## config.mk

```make
export PLATFORM = sky130hd
export DESIGN_NAME = pirf_top
export DESIGN_NICKNAME = d
export VERILOG_FILES = /design/src/inc/pirf_pkg.sv /design/src/inc/pirf_reg_if.sv /design/src/pirf_wb_slave.sv /design/src/pirf_top.sv
export SDC_FILE = /design/constraint.sdc
export NUM_CORES = 1
export LEC_CHECK = 0
export ABC_AREA = 1
export BUFFER_PORTS_ARGS = -buffer_cell sky130_fd_sc_hd__buf_2
export CORE_ASPECT_RATIO = 0.8
export CORE_MARGIN = 3
export CORE_UTILIZATION = 55
export CTS_CLUSTER_SIZE = 28
export DETAILED_ROUTE_END_ITERATION = 8
export GPL_TIMING_DRIVEN = 1
export PLACE_DENSITY = 0.81
export SLEW_MARGIN = 20
export SYNTH_ARGS = -nofsm -noshare
export SYNTH_HDL_FRONTEND = slang
export SYNTH_SLANG_ARGS = --single-unit
```

## constraint.sdc

```tcl
create_clock -name i_core_clk -period 3.8 [get_ports i_core_clk]
set_clock_uncertainty 0.2 [all_clocks]
set_input_delay 0.38 -clock i_core_clk [delete_from_list [all_inputs] [get_ports i_core_clk]]
set_output_delay 0.38 -clock i_core_clk [all_outputs]
set_load 0.02 [all_outputs]
```

## src/inc/pirf_pkg.sv

```systemverilog
// constants, field layout and types of the peripheral interrupt flag block
// How it works
// - every flag sets on its event whatever the enables and global enable
// - flags one bit 7 sets on a parallel port access, held until cleared
// - without the parallel port the parallel port flag reads zero
// - flags one bit 6 sets on conversion done, held until written zero
// - bit 5 read-only, one while receive buffer full, cleared on its read
// - bit 4 read-only, one while transmit buffer empty, cleared on its write
// - bit 3 sets on sync serial one transfer done, cleared by software
// - capture mode: bit 2 sets on a timer-one capture, held until cleared
// - compare mode: bit 2 sets on a timer-one compare match, held
// - pulse-width mode: the capture/compare unit never drives its flag
// - flags one bit 1 sets on timer-two period match, held until cleared
// - flags one bit 0 sets on timer-one overflow, held until cleared
package pirf_pkg;
    localparam int ADDR_W = 8;
    localparam logic [7:0] ADDR_FLAGS_ONE = 8'h00;
    localparam logic [7:0] ADDR_FLAGS_TWO = 8'h04;
    localparam logic [7:0] ADDR_IRQ_STATUS = 8'h08;
    localparam logic [7:0] ADDR_IRQ_MASK = 8'h0C;
    localparam logic [7:0] ADDR_CONTROL = 8'h10;
    localparam int BIT_PARALLEL = 7;
    localparam int BIT_CONVERSION = 6;
    localparam int BIT_RX_FULL = 5;
    localparam int BIT_TX_EMPTY = 4;
    localparam int BIT_SYNC_ONE = 3;
    localparam int BIT_CAPCOMP_ONE = 2;
    localparam int BIT_TIMER_TWO = 1;
    localparam int BIT_TIMER_ONE = 0;
    localparam int BIT_OSC_FAIL = 7;
    localparam int BIT_COMPARATOR = 6;
    localparam int BIT_BUS_COLLISION = 3;
    localparam int BIT_CAPCOMP_TWO = 0;
    localparam int BIT_GLOBAL_ENABLE = 7;
    localparam int CC1_MODE_LSB = 0;
    localparam int CC2_MODE_LSB = 2;
    localparam logic [7:0] FLAGS_ONE_RW = 8'hCF;
    localparam logic [7:0] FLAGS_TWO_IMPL = 8'hC9;
    localparam logic [7:0] FLAGS_ONE_RST = 8'h00;
    localparam logic [7:0] FLAGS_TWO_RST = 8'h00;
    localparam logic [15:0] IRQ_STATUS_RST = 16'h0000;
    localparam logic [15:0] IRQ_MASK_RST = 16'h0000;
    localparam logic [7:0] CONTROL_RST = 8'h00;
    typedef enum logic [1:0] {
        CC_CAPTURE,
        CC_COMPARE,
        CC_PULSE_WIDTH,
        CC_OFF
    } pirf_ccmode_e;
endpackage

```

## src/inc/pirf_reg_if.sv

```systemverilog
// register access carrier between the bus slave and the flag core
`timescale 1ns/1ps
interface pirf_reg_if;
    logic wr_stb;
    logic [7:0] addr;
    logic [15:0] wdata;
    logic [1:0] wsel;
    logic [15:0] rdata;
    modport bus_side (
        output wr_stb,
        output addr,
        output wdata,
        output wsel,
        input rdata
    );
    modport core_side (
        input wr_stb,
        input addr,
        input wdata,
        input wsel,
        output rdata
    );
endinterface

```

## src/pirf_wb_slave.sv

```systemverilog
// classic wishbone slave feeding the flag core register port
`timescale 1ns/1ps
module pirf_wb_slave (
    input wire logic i_clk,
    input wire logic i_rst_n,
    input wire logic i_wb_cyc,
    input wire logic i_wb_stb,
    input wire logic i_wb_we,
    input wire logic [7:0] i_wb_adr,
    input wire logic [31:0] i_wb_dat,
    input wire logic [3:0] i_wb_sel,
    output logic [31:0] o_wb_dat,
    output logic o_wb_ack,
    pirf_reg_if.bus_side reg_port
);
    logic ack_ff;
    logic nxt_ack;
    logic [15:0] dat_ff;
    logic [15:0] nxt_dat;
    logic req;

    // ack follows one cycle after the request so back to back never doubles
    assign req = i_wb_cyc & i_wb_stb & ~ack_ff;
    // write lands on the edge where the master sees ack
    assign reg_port.wr_stb = i_wb_cyc & i_wb_stb & i_wb_we & ack_ff;
    assign reg_port.addr = {i_wb_adr[7:2], 2'b00};
    assign reg_port.wdata = i_wb_dat[15:0];
    assign reg_port.wsel = i_wb_sel[1:0];

    always_comb begin
        nxt_ack = req;
        nxt_dat = dat_ff;
        if (req && !i_wb_we) begin
            nxt_dat = reg_port.rdata;
        end
    end

    always_ff @(posedge i_clk or negedge i_rst_n) begin
        if (!i_rst_n) begin
            ack_ff <= 1'b0;
            dat_ff <= 16'h0000;
        end else begin
            ack_ff <= nxt_ack;
            dat_ff <= nxt_dat;
        end
    end

    assign o_wb_ack = ack_ff;
    assign o_wb_dat = {16'h0000, dat_ff};
endmodule // pirf_wb_slave

```

## src/pirf_top.sv

```systemverilog
// peripheral interrupt flag registers with wishbone access and irq output
//
// The Wishbone interface to the registers and the placing of the registers were chosen for this implementation.
`timescale 1ns/1ps
module pirf_top #(
    parameter bit HAS_PARALLEL_PORT = 1'b1
) (
    input wire logic i_core_clk,
    input wire logic i_reset_n,
    input wire logic i_wb_cyc,
    input wire logic i_wb_stb,
    input wire logic i_wb_we,
    input wire logic [7:0] i_wb_adr,
    input wire logic [31:0] i_wb_dat,
    input wire logic [3:0] i_wb_sel,
    output logic [31:0] o_wb_dat,
    output logic o_wb_ack,
    input wire logic i_parallel_access,
    input wire logic i_conversion_done,
    input wire logic i_rx_buffer_loaded,
    input wire logic i_rx_buffer_read,
    input wire logic i_tx_buffer_emptied,
    input wire logic i_tx_buffer_write,
    input wire logic i_sync_one_done,
    input wire logic i_capcomp_one_capture,
    input wire logic i_capcomp_one_match,
    input wire logic i_timer_two_match,
    input wire logic i_timer_one_overflow,
    input wire logic i_osc_fail,
    input wire logic i_comparator_change,
    input wire logic i_bus_collision,
    input wire logic i_capcomp_two_capture,
    input wire logic i_capcomp_two_match,
    output logic [7:0] o_flags_one,
    output logic [7:0] o_flags_two,
    output logic o_irq
);
    logic rst_meta_ff;
    logic rst_sync_ff;
    logic nxt_rst_meta;
    logic nxt_rst_sync;
    logic rst_n;

    // a constant one shifts in, so release never depends on the pin level
    always_comb begin
        nxt_rst_meta = 1'b1;
        nxt_rst_sync = rst_meta_ff;
    end

    // reset asserts at once, releases two edges later
    always_ff @(posedge i_core_clk or negedge i_reset_n) begin
        if (!i_reset_n) begin
            rst_meta_ff <= 1'b0;
            rst_sync_ff <= 1'b0;
        end else begin
            rst_meta_ff <= nxt_rst_meta;
            rst_sync_ff <= nxt_rst_sync;
        end
    end

    assign rst_n = rst_sync_ff;

    pirf_reg_if reg_bus ();

    pirf_wb_slave u_wb_slave (
        .i_clk(i_core_clk),
        .i_rst_n(rst_n),
        .i_wb_cyc(i_wb_cyc),
        .i_wb_stb(i_wb_stb),
        .i_wb_we(i_wb_we),
        .i_wb_adr(i_wb_adr),
        .i_wb_dat(i_wb_dat),
        .i_wb_sel(i_wb_sel),
        .o_wb_dat(o_wb_dat),
        .o_wb_ack(o_wb_ack),
        .reg_port(reg_bus.bus_side)
    );

    logic [7:0] flags_one_ff;
    logic [7:0] nxt_flags_one;
    logic [7:0] flags_two_ff;
    logic [7:0] nxt_flags_two;
    logic [15:0] irq_status_ff;
    logic [15:0] nxt_irq_status;
    logic [15:0] irq_mask_ff;
    logic [15:0] nxt_irq_mask;
    logic [7:0] control_ff;
    logic [7:0] nxt_control;

    logic [7:0] set_one;
    logic [7:0] set_two;
    logic [7:0] clr_one;
    logic [7:0] clr_two;
    logic [15:0] status_clr;
    logic [15:0] status_set;
    logic [7:0] impl_one;
    logic wr_lane0;
    logic wr_lane1;
    pirf_pkg::pirf_ccmode_e cc1_mode;
    pirf_pkg::pirf_ccmode_e cc2_mode;
    logic cc1_event;
    logic cc2_event;

    // writes honour byte lanes; an unselected lane keeps its bits
    assign wr_lane0 = reg_bus.wr_stb & reg_bus.wsel[0];
    assign wr_lane1 = reg_bus.wr_stb & reg_bus.wsel[1];

    // the parallel port flag simply does not exist on small packages
    assign impl_one = HAS_PARALLEL_PORT ? 8'hFF : 8'h7F;

    assign cc1_mode = pirf_pkg::pirf_ccmode_e'(
        control_ff[pirf_pkg::CC1_MODE_LSB +: 2]);
    assign cc2_mode = pirf_pkg::pirf_ccmode_e'(
        control_ff[pirf_pkg::CC2_MODE_LSB +: 2]);

    // capture/compare sources are picked by mode; pulse width drives nothing
    always_comb begin
        cc1_event = 1'b0;
        unique case (cc1_mode)
            pirf_pkg::CC_CAPTURE: begin
                cc1_event = i_capcomp_one_capture;
            end
            pirf_pkg::CC_COMPARE: begin
                cc1_event = i_capcomp_one_match;
            end
            pirf_pkg::CC_PULSE_WIDTH: begin
                cc1_event = 1'b0;
            end
            pirf_pkg::CC_OFF: begin
                cc1_event = 1'b0;
            end
        endcase
    end

    // second unit decodes its own mode field the same way
    always_comb begin
        cc2_event = 1'b0;
        unique case (cc2_mode)
            pirf_pkg::CC_CAPTURE: begin
                cc2_event = i_capcomp_two_capture;
            end
            pirf_pkg::CC_COMPARE: begin
                cc2_event = i_capcomp_two_match;
            end
            pirf_pkg::CC_PULSE_WIDTH: begin
                cc2_event = 1'b0;
            end
            pirf_pkg::CC_OFF: begin
                cc2_event = 1'b0;
            end
        endcase
    end

    // set terms never look at mask or global enable
    always_comb begin
        set_one = 8'h00;
        set_one[pirf_pkg::BIT_PARALLEL] = i_parallel_access;
        set_one[pirf_pkg::BIT_CONVERSION] = i_conversion_done;
        set_one[pirf_pkg::BIT_RX_FULL] = i_rx_buffer_loaded;
        set_one[pirf_pkg::BIT_TX_EMPTY] = i_tx_buffer_emptied;
        set_one[pirf_pkg::BIT_SYNC_ONE] = i_sync_one_done;
        set_one[pirf_pkg::BIT_CAPCOMP_ONE] = cc1_event;
        set_one[pirf_pkg::BIT_TIMER_TWO] = i_timer_two_match;
        set_one[pirf_pkg::BIT_TIMER_ONE] = i_timer_one_overflow;
        set_one = set_one & impl_one;
    end

    always_comb begin
        set_two = 8'h00;
        set_two[pirf_pkg::BIT_OSC_FAIL] = i_osc_fail;
        set_two[pirf_pkg::BIT_COMPARATOR] = i_comparator_change;
        set_two[pirf_pkg::BIT_BUS_COLLISION] = i_bus_collision;
        set_two[pirf_pkg::BIT_CAPCOMP_TWO] = cc2_event;
        set_two = set_two & pirf_pkg::FLAGS_TWO_IMPL;
    end

    // a write of zero clears a writable flag; a write of one leaves it
    always_comb begin
        clr_one = 8'h00;
        if (wr_lane0 && reg_bus.addr == pirf_pkg::ADDR_FLAGS_ONE) begin
            clr_one = ~reg_bus.wdata[7:0] & pirf_pkg::FLAGS_ONE_RW;
        end
        // buffer flags follow the serial unit, not register writes
        clr_one[pirf_pkg::BIT_RX_FULL] = i_rx_buffer_read;
        clr_one[pirf_pkg::BIT_TX_EMPTY] = i_tx_buffer_write;
    end

    always_comb begin
        clr_two = 8'h00;
        if (wr_lane0 && reg_bus.addr == pirf_pkg::ADDR_FLAGS_TWO) begin
            clr_two = ~reg_bus.wdata[7:0] & pirf_pkg::FLAGS_TWO_IMPL;
        end
    end

    // set wins over a clear in the same cycle so no event is lost
    always_comb begin
        nxt_flags_one = ((flags_one_ff & ~clr_one) | set_one) & impl_one;
        nxt_flags_two = ((flags_two_ff & ~clr_two) | set_two)
            & pirf_pkg::FLAGS_TWO_IMPL;
    end

    // flags reset only through the synchronised reset, never the raw pin
    always_ff @(posedge i_core_clk or negedge rst_n) begin
        if (!rst_n) begin
            flags_one_ff <= pirf_pkg::FLAGS_ONE_RST;
            flags_two_ff <= pirf_pkg::FLAGS_TWO_RST;
        end else begin
            flags_one_ff <= nxt_flags_one;
            flags_two_ff <= nxt_flags_two;
        end
    end

    assign status_set = {set_two, set_one};

    // sticky status copy, one-to-clear, lets software ack irqs without
    // disturbing the flag registers that peripherals also clear
    always_comb begin
        status_clr = 16'h0000;
        if (reg_bus.wr_stb && reg_bus.addr == pirf_pkg::ADDR_IRQ_STATUS) begin
            status_clr[7:0] = reg_bus.wsel[0] ? reg_bus.wdata[7:0] : 8'h00;
            status_clr[15:8] = reg_bus.wsel[1] ? reg_bus.wdata[15:8] : 8'h00;
        end
    end

    genvar gi;
    generate
        for (gi = 0; gi < 16; gi++) begin : g_status
            always_comb begin
                nxt_irq_status[gi] = status_set[gi]
                    | (irq_status_ff[gi] & ~status_clr[gi]);
            end
        end
    endgenerate

    // mask uses both lanes; control sits in the low lane only
    always_comb begin
        nxt_irq_mask = irq_mask_ff;
        nxt_control = control_ff;
        if (reg_bus.addr == pirf_pkg::ADDR_IRQ_MASK) begin
            if (wr_lane0) begin
                nxt_irq_mask[7:0] = reg_bus.wdata[7:0];
            end
            if (wr_lane1) begin
                nxt_irq_mask[15:8] = reg_bus.wdata[15:8];
            end
        end
        if (wr_lane0 && reg_bus.addr == pirf_pkg::ADDR_CONTROL) begin
            nxt_control = reg_bus.wdata[7:0];
        end
    end

    always_ff @(posedge i_core_clk or negedge rst_n) begin
        if (!rst_n) begin
            irq_status_ff <= pirf_pkg::IRQ_STATUS_RST;
        end else begin
            irq_status_ff <= nxt_irq_status;
        end
    end

    always_ff @(posedge i_core_clk or negedge rst_n) begin
        if (!rst_n) begin
            irq_mask_ff <= pirf_pkg::IRQ_MASK_RST;
            control_ff <= pirf_pkg::CONTROL_RST;
        end else begin
            irq_mask_ff <= nxt_irq_mask;
            control_ff <= nxt_control;
        end
    end

    // read mux; unmapped addresses answer zero
    always_comb begin
        reg_bus.rdata = 16'h0000;
        unique case (reg_bus.addr)
            pirf_pkg::ADDR_FLAGS_ONE: begin
                reg_bus.rdata = {8'h00, flags_one_ff};
            end
            pirf_pkg::ADDR_FLAGS_TWO: begin
                reg_bus.rdata = {8'h00, flags_two_ff};
            end
            pirf_pkg::ADDR_IRQ_STATUS: begin
                reg_bus.rdata = irq_status_ff;
            end
            pirf_pkg::ADDR_IRQ_MASK: begin
                reg_bus.rdata = irq_mask_ff;
            end
            pirf_pkg::ADDR_CONTROL: begin
                reg_bus.rdata = {8'h00, control_ff};
            end
            default: begin
                reg_bus.rdata = 16'h0000;
            end
        endcase
    end

    assign o_flags_one = flags_one_ff;
    assign o_flags_two = flags_two_ff;
    // a pending irq stays up until its status bit is written one or its mask bit or the global enable is cleared
    // global enable gates only the output, never the flags
    assign o_irq = control_ff[pirf_pkg::BIT_GLOBAL_ENABLE]
        & (|(irq_status_ff & irq_mask_ff));
endmodule // pirf_top

```

==> results of run 1 <==
## flip-flops by register name (all words and copies together) (netlist names)
register             count
irq_mask_ff             16
irq_status_ff           16
u_wb_slave.dat_ff       16
control_ff               8
o_flags_one              8
o_flags_two              4
nxt_rst_sync             1
rst_n                    1
u_wb_slave.o_wb_ack      1
## critical path: stages (launching register included)
cell and delay (ps):
sky130_fd_sc_hd__dfrtp_1 410, sky130_fd_sc_hd__nand2_1 80, sky130_fd_sc_hd__o21ai_0 110, sky130_fd_sc_hd__nor2_1 150, sky130_fd_sc_hd__nand4_1 80, sky130_fd_sc_hd__and2_1 160
sky130_fd_sc_hd__buf_2 160
## synth_stat cells (all sizes together)
cell / number
conb: 2
nor2: 58
clkbuf: 1
nand4: 15
o22ai: 2
nand3b: 1
buf: 27
nand3: 3
and2: 1
nor3: 1
nand2: 140
a21oi: 4
dfrtp: 71
o21ai: 59
inv: 63
## power by group through the flow
stage | combinational, µW | clock (µW) | sequential, µW
after floorplan | 82.5 | 0 | 819
after global placement | 137 | 0 | 803
after detailed placement | 139 | 0 | 803
after CTS | 142 | 882 | 789
after global routing | 157 | 915 | 791
final | 142 | 871 | 788
## per-stage QoR
stage	cells	hold slack, ps	util, %	setup WS (ps)
after global placement	595	-34.3	64.3	1650
after CTS	613	1.78	69.4	1730
final	613	14.3	69.4	1730
after global routing	613	14.4	69.4	1660
after detailed placement	595	-31.5	64.3	1630
after floorplan	467	-116	-	1480
## metal layers
layer | vias up | routed length [µm] | track usage, % | share of wire [%]
met5 | - | 0 | 0 | 0
met4 | 0 | 239 | 10.2 | 2.7
met3 | 24 | 687 | 6.32 | 7.9
met2 | 135 | 3980 | 37.4 | 46
met1 | 1475 | 3790 | 34.6 | 44
li1 | 1515 | - | - | -
## cell usage in the layout, fill, tap and decap left out, types with 2 or more instances in the layout
cell type,netlist,final
sky130_fd_sc_hd__dfrtp_1,71,70
sky130_fd_sc_hd__nor2_4,6,6
sky130_fd_sc_hd__nand4_1,13,13
sky130_fd_sc_hd__nand3_1,2,2
sky130_fd_sc_hd__a21oi_1,4,4
sky130_fd_sc_hd__buf_2,2,74
sky130_fd_sc_hd__nand2_2,3,3
sky130_fd_sc_hd__conb_1,2,21
sky130_fd_sc_hd__nor2_1,51,51
sky130_fd_sc_hd__inv_2,2,2
sky130_fd_sc_hd__nand2_1,134,134
sky130_fd_sc_hd__o21ai_1,13,13
sky130_fd_sc_hd__dlygate4sd3_1,0,2
sky130_fd_sc_hd__inv_1,60,60
sky130_fd_sc_hd__bufinv_16,0,5
sky130_fd_sc_hd__o21ai_0,30,30
sky130_fd_sc_hd__clkbuf_8,0,10
sky130_fd_sc_hd__o21ai_2,16,16
sky130_fd_sc_hd__o22ai_1,2,2
sky130_fd_sc_hd__nand2_4,3,3
## cell families after synthesis
| group | count (synthesis) | share of synthesized area (%) |
|---|---|---|
| AOI/OAI and AO/OA | 65 | 10.7 |
| buffers and inverters | 91 | 12.6 |
| DFF | 71 | 49.2 |
| other | 2 | 0.208 |
| and+or+nand+nor | 219 | 27.2 |
## layout make-up
class / instances / area [µm²]
clock buffers: 10 / 138
clock inverters: 6 / 155
fillers: 462 / 1870
inverters: 63 / 239
multi-input cells: 305 / 1450
flip-flops and latches: 71 / 1780
well taps: 81 / 101
repair buffers: 77 / 398
## timing repair
item | in CTS | in global routing
endpoints found under the setup margin | 0 | 0
hold buffers | 2 | 0
hold endpoints to repair | 3 | 0
setup buffers | 0 | 0
## how the worst max path moves through the flow
stage	slack, ps	endpoint
final	1730	o_irq
after global routing	1660	o_irq
after CTS	1730	o_irq
after detailed placement	1630	irq_mask_ff[0]
after global placement	1650	irq_mask_ff[0]
after floorplan	1480	control_ff[0]
==> impl_metrics.ini, run 1 <==
[critical_path]
r2r_setup_slack_ps = 2150
startpoint_type = register
critical_path_source = irq_status_ff[0]
setup.worst_path.class = register to output port
worstPathArrival_ps = 1490
worst_r2r_startpoint = u_wb_slave.o_wb_ack
reg2reg_to = u_wb_slave.dat_ff[0]
reg2reg_depth = 5
critPathCaptureType = output port
cp.required_ps = 3220
timing.critical_path.fanout_max = 3

[detailed_routing]
post_drt_wl_per_cell_um = 14.2
final_antenna_net_count = 0
drcViolationCount = 0
vias = 3149
dr.first_iter.drc_count = 181
via_per_inst = 5.14
firstDrtPassIters = 5
totalWireLength_mm = 8.70

[clock_network]
insertion_delay_ps = 360
cts_repair_resize_count = 0
cts_tree = built
cts_root_buf = sky130_fd_sc_hd__clkbuf_8
cts.clk_slew.worst_paths_ps = 70
cts-buffers-inserted = 9
tritoncts_num_sinks = 71
cts_max_level = 3
max-clock-path-buffers = 2

[synth]
synth.yosys.warnings = 0
yosysTopAreaCellShare_pct = 49.2
synthesis.area_um2 = 3610
post_synth.cell_area_avg_um2 = 8.06
synthDominantAreaCellType = sky130_fd_sc_hd__dfrtp_1
synth_area_leaders = sky130_fd_sc_hd__dfrtp_1 49%, sky130_fd_sc_hd__nand2_1 14%, sky130_fd_sc_hd__inv_1 6.2%, sky130_fd_sc_hd__nor2_1 5.3%, sky130_fd_sc_hd__buf_4 4.4%
synth_seq_cells = 71
ys_seq_area_share_pct = 49.2
synth_cells = 448
netlist-cell-type-count = 28

[placement]
hpwl_mm = 6.08
cell_area_after_placement_um2 = 3950
gp_congestion = 0.910
place.port_buffers = 74

[timing]
period_share_pct = 54.5
finalCriticalPeriod_ps = 2070
setup_viol = 0
max_freq_ghz = 0.483
rsz0062_at_grt = false
slew_headroom_pct = 37.2
final_hold_viol_count = 0
final.setup.tns_ps = 0
slew_violations = 0
timing_worst_slew_pin_value_ps = 942

[power]
power_report.internal_total_uw = 1400
vdd_ir_drop_max_uv = 233
power_leakage_uw = 0.00231
p_comb_share_pct = 7.9
power_switching_share_pct = 22.4
pwr-share-clk_pct = 48.4
p_sw_uw = 403
fin_total_pwr_uw = 1800
power.share.sequential_pct = 43.7
power_density_nw_per_um2 = 423

[floorplanning]
vertical_die_dimension_um = 78.5
core_area_um2 = 6130
std_cell_rows = 25
initial_core_util_pct = 58.9
ioPinCount = 115
die-area_um2 = 7580
fp.dieW_um = 96.6

[global_routing]
grt_pass1_vias = 2923
grt_pass1_wl_mm = 14.2
globalRouteOverflowTotal = 0
antenna_found_initial = 0
gr-usage-all-layers_pct = 25.0
largest_net_degree_at_the_start_of_global_routing = 45

[min_path]
holdCritPathClass = input pin to register
worstHoldEndpoint = irq_status_ff[3]
hp-start = i_sync_one_done
worstHoldPathCells = 3

[cells_and_area]
area_growth_pct = 18.0
fin_nets = 592
diodes = 0
drive_gt1_share_pct = 23.9
final_instance_area_um2 = 4260

[run]
maxCapViolCount = 0

[outcome]
status = finished clean
Power figures use the tool's default switching activity.
==> run 2, diff against run 1 <==
--- a/config.mk
+++ b/config.mk
@@ -9,11 +9,11 @@
 export BUFFER_PORTS_ARGS = -buffer_cell sky130_fd_sc_hd__buf_2
 export CORE_ASPECT_RATIO = 0.8
 export CORE_MARGIN = 3
-export CORE_UTILIZATION = 55
+export CORE_UTILIZATION = 46
 export CTS_CLUSTER_SIZE = 28
 export DETAILED_ROUTE_END_ITERATION = 8
 export GPL_TIMING_DRIVEN = 1
-export PLACE_DENSITY = 0.81
+export PLACE_DENSITY = 0.72
 export SLEW_MARGIN = 20
 export SYNTH_ARGS = -nofsm -noshare
 export SYNTH_HDL_FRONTEND = slang
==> constraint.sdc (replaced) <==
create_clock -name i_core_clk -period 1.7 [get_ports i_core_clk]
set_clock_uncertainty 0.2 [all_clocks]
set_input_delay 0.17 -clock i_core_clk [delete_from_list [all_inputs] [get_ports i_core_clk]]
set_output_delay 0.17 -clock i_core_clk [all_outputs]
set_load 0.02 [all_outputs]
==> run 2 against run 1 <==
The flow now finishes with violations (setup timing). Via count up 2.9%. Critical path depth did not move. Worst setup slack lost 1800 ps. Combinational power grew to 3.0 times the previous value. Hold slack gained 57 ps. Global-route usage shrank 3.9 points. Sequential power rose by 120%. Highest routed layer unchanged. Clock power is 71% higher. Non-clock buffer count up 59. Flip-flop and latch count did not move.
==> impl_metrics.ini, run 2 (same netlist as run 1, synthesis figures left out) <==
[outcome]
status = finished with violations
violations = setup timing

[timing]
setup_viol = 1
slew_violations = 0
max_freq_ghz = 0.556
final_hold_viol_count = 0
finalCriticalPeriod_ps = 1800
period_share_pct = 106
rsz0062_at_grt = true
slew_headroom_pct = 60.4
finalWorstSetupSlack_ps = -98.2
timing_worst_slew_pin_value_ps = 591

[min_path]
hp-start = i_capcomp_two_match
worstHoldPathCells = 4
worstHoldEndpoint = o_flags_two[0]
holdCritPathClass = input pin to register

[floorplanning]
vertical_die_dimension_um = 85.2
ioPinCount = 115
std_cell_rows = 28
fp.dieW_um = 105
core_area_um2 = 7500
die-area_um2 = 8950
initial_core_util_pct = 48.1

[placement]
hpwl_mm = 6.18
dpl.cell_count = 630
gp_congestion = 0.907
cell_area_after_placement_um2 = 4070
place.port_buffers = 74

[detailed_routing]
post_drt_wl_per_cell_um = 13.2
totalWireLength_mm = 9.22
dr.first_iter.drc_count = 201
drcViolationCount = 0
vias = 3240
via_per_inst = 4.65
final_antenna_net_count = 0
firstDrtPassIters = 4

[clock_network]
cts_root_buf = sky130_fd_sc_hd__clkbuf_8
max-clock-path-buffers = 2
insertion_delay_ps = 360
cts.clk_slew.worst_paths_ps = 70
tritoncts_num_sinks = 71
cts-buffers-inserted = 9
cts_max_level = 3
cts_tree = built

[cells_and_area]
layout.cells.most_common = sky130_fd_sc_hd__nand2_1
finish.cell_count_without_fillers = 697
area_growth_pct = 33.6
diodes = 0
final_instance_area_um2 = 4820
top_regs = irq_mask_ff (16), irq_status_ff (16), u_wb_slave.dat_ff (16)
mostFrequentLayoutCells = 131 x sky130_fd_sc_hd__nand2_1, 73 x sky130_fd_sc_hd__buf_2, 70 x sky130_fd_sc_hd__dfrtp_1, 58 x sky130_fd_sc_hd__inv_1, 50 x sky130_fd_sc_hd__nor2_1
drive_gt1_share_pct = 27.4
fin_nets = 652

[critical_path]
worst_r2r_startpoint = u_wb_slave.o_wb_ack
reg2reg_to = control_ff[6]
worstPathArrival_ps = 1430
reg2reg_depth = 6
startpoint_type = register
timing.critical_path.fanout_max = 2
cp.required_ps = 1330
r2r_setup_slack_ps = 60
critPathCaptureType = output port
setup.worst_path.class = register to output port

[global_routing]
gr-usage-all-layers_pct = 21.1
antenna_found_initial = 0
grt_pass1_wl_mm = 14.8
largest_net_degree_at_the_start_of_global_routing = 70
grt_pass1_vias = 3059
globalRouteOverflowTotal = 0

[power]
vdd_ir_drop_max_uv = 524
power_density_nw_per_um2 = 759
power_leakage_uw = 0.00259

[run]
maxCapViolCount = 0
-- run 2: metrics by stage --
step | hold slack (ps) | setup WS (ps) | total power [µW] | util, % | setup TNS [ps]
after floorplan | -326 | 150 | 2010 | - | 0
after global placement | -245 | 120 | 2120 | 54.3 | 0
after detailed placement | -245 | 68.6 | 2130 | 54.3 | 0
after CTS | 50.5 | -70.6 | 3680 | 63.2 | -70.6
after global routing | 61.7 | -176 | 3810 | 64.3 | -537
final | 71.7 | -98.2 | 3660 | 64.3 | -98.2
-- run 2: what timing repair did --
item                                   CTS  global route
gates cloned                             0             1
hold buffers                            36             0
pin swaps                                3            10
endpoints found under the hold margin   55             0
resized for setup                       11            14
buffers inserted                         9             5
setup endpoints to repair                1            21
-- run 2: critical path, cell delays in order (launching register included) --
cell and delay [ps]:
sky130_fd_sc_hd__dfrtp_1 380, sky130_fd_sc_hd__nand2_1 100, sky130_fd_sc_hd__o21ai_2 70, sky130_fd_sc_hd__nor2_1 130, sky130_fd_sc_hd__nand4_1 110, sky130_fd_sc_hd__and2_4 160
sky130_fd_sc_hd__buf_6 120
-- run 2: cell type report --
type                            count  area [µm²]
Clock buffer                        9         124
Timing Repair Buffer              136         945
Inverter                           63         239
Fill cell                         656        2670
Multi-Input combinational cell    306        1510
Tap cell                          105         131
Clock inverter                      7        97.6
Sequential cell                    71        1780
-- run 2: per-layer routing --
metal	up-vias	global-route usage, %	share of wire (%)
li1	1638	-	-
met1	1461	29.0	45
met2	127	32.8	46
met3	14	6.16	7.9
met4	0	6.20	1.1
met5	-	0	0
-- run 2: worst max path at each step --
| stage | end | depth (start not counted) | slack, ps | startpoint |
|---|---|---|---|---|
| 2_1_floorplan | control_ff[5] | 6 | 150 | u_wb_slave.o_wb_ack |
| 3_3_place_gp | o_flags_one[1] | 5 | 120 | u_wb_slave.o_wb_ack |
| 3_5_place_dp | o_flags_one[3] | 5 | 70 | u_wb_slave.o_wb_ack |
| 6_report | o_irq | 6 | -100 | irq_mask_ff[0] |
| 5_1_grt | o_irq | 6 | -180 | irq_mask_ff[0] |
| 4_1_cts | o_irq | 6 | -70 | irq_mask_ff[3] |
-- run 2: report_power, final --
part           leakage, µW  switching (µW)  internal (µW)
registers         0.000855            22.2           1720
clock network     0.000105             666            827
logic              0.00163             263            163
total              0.00259             951           2710
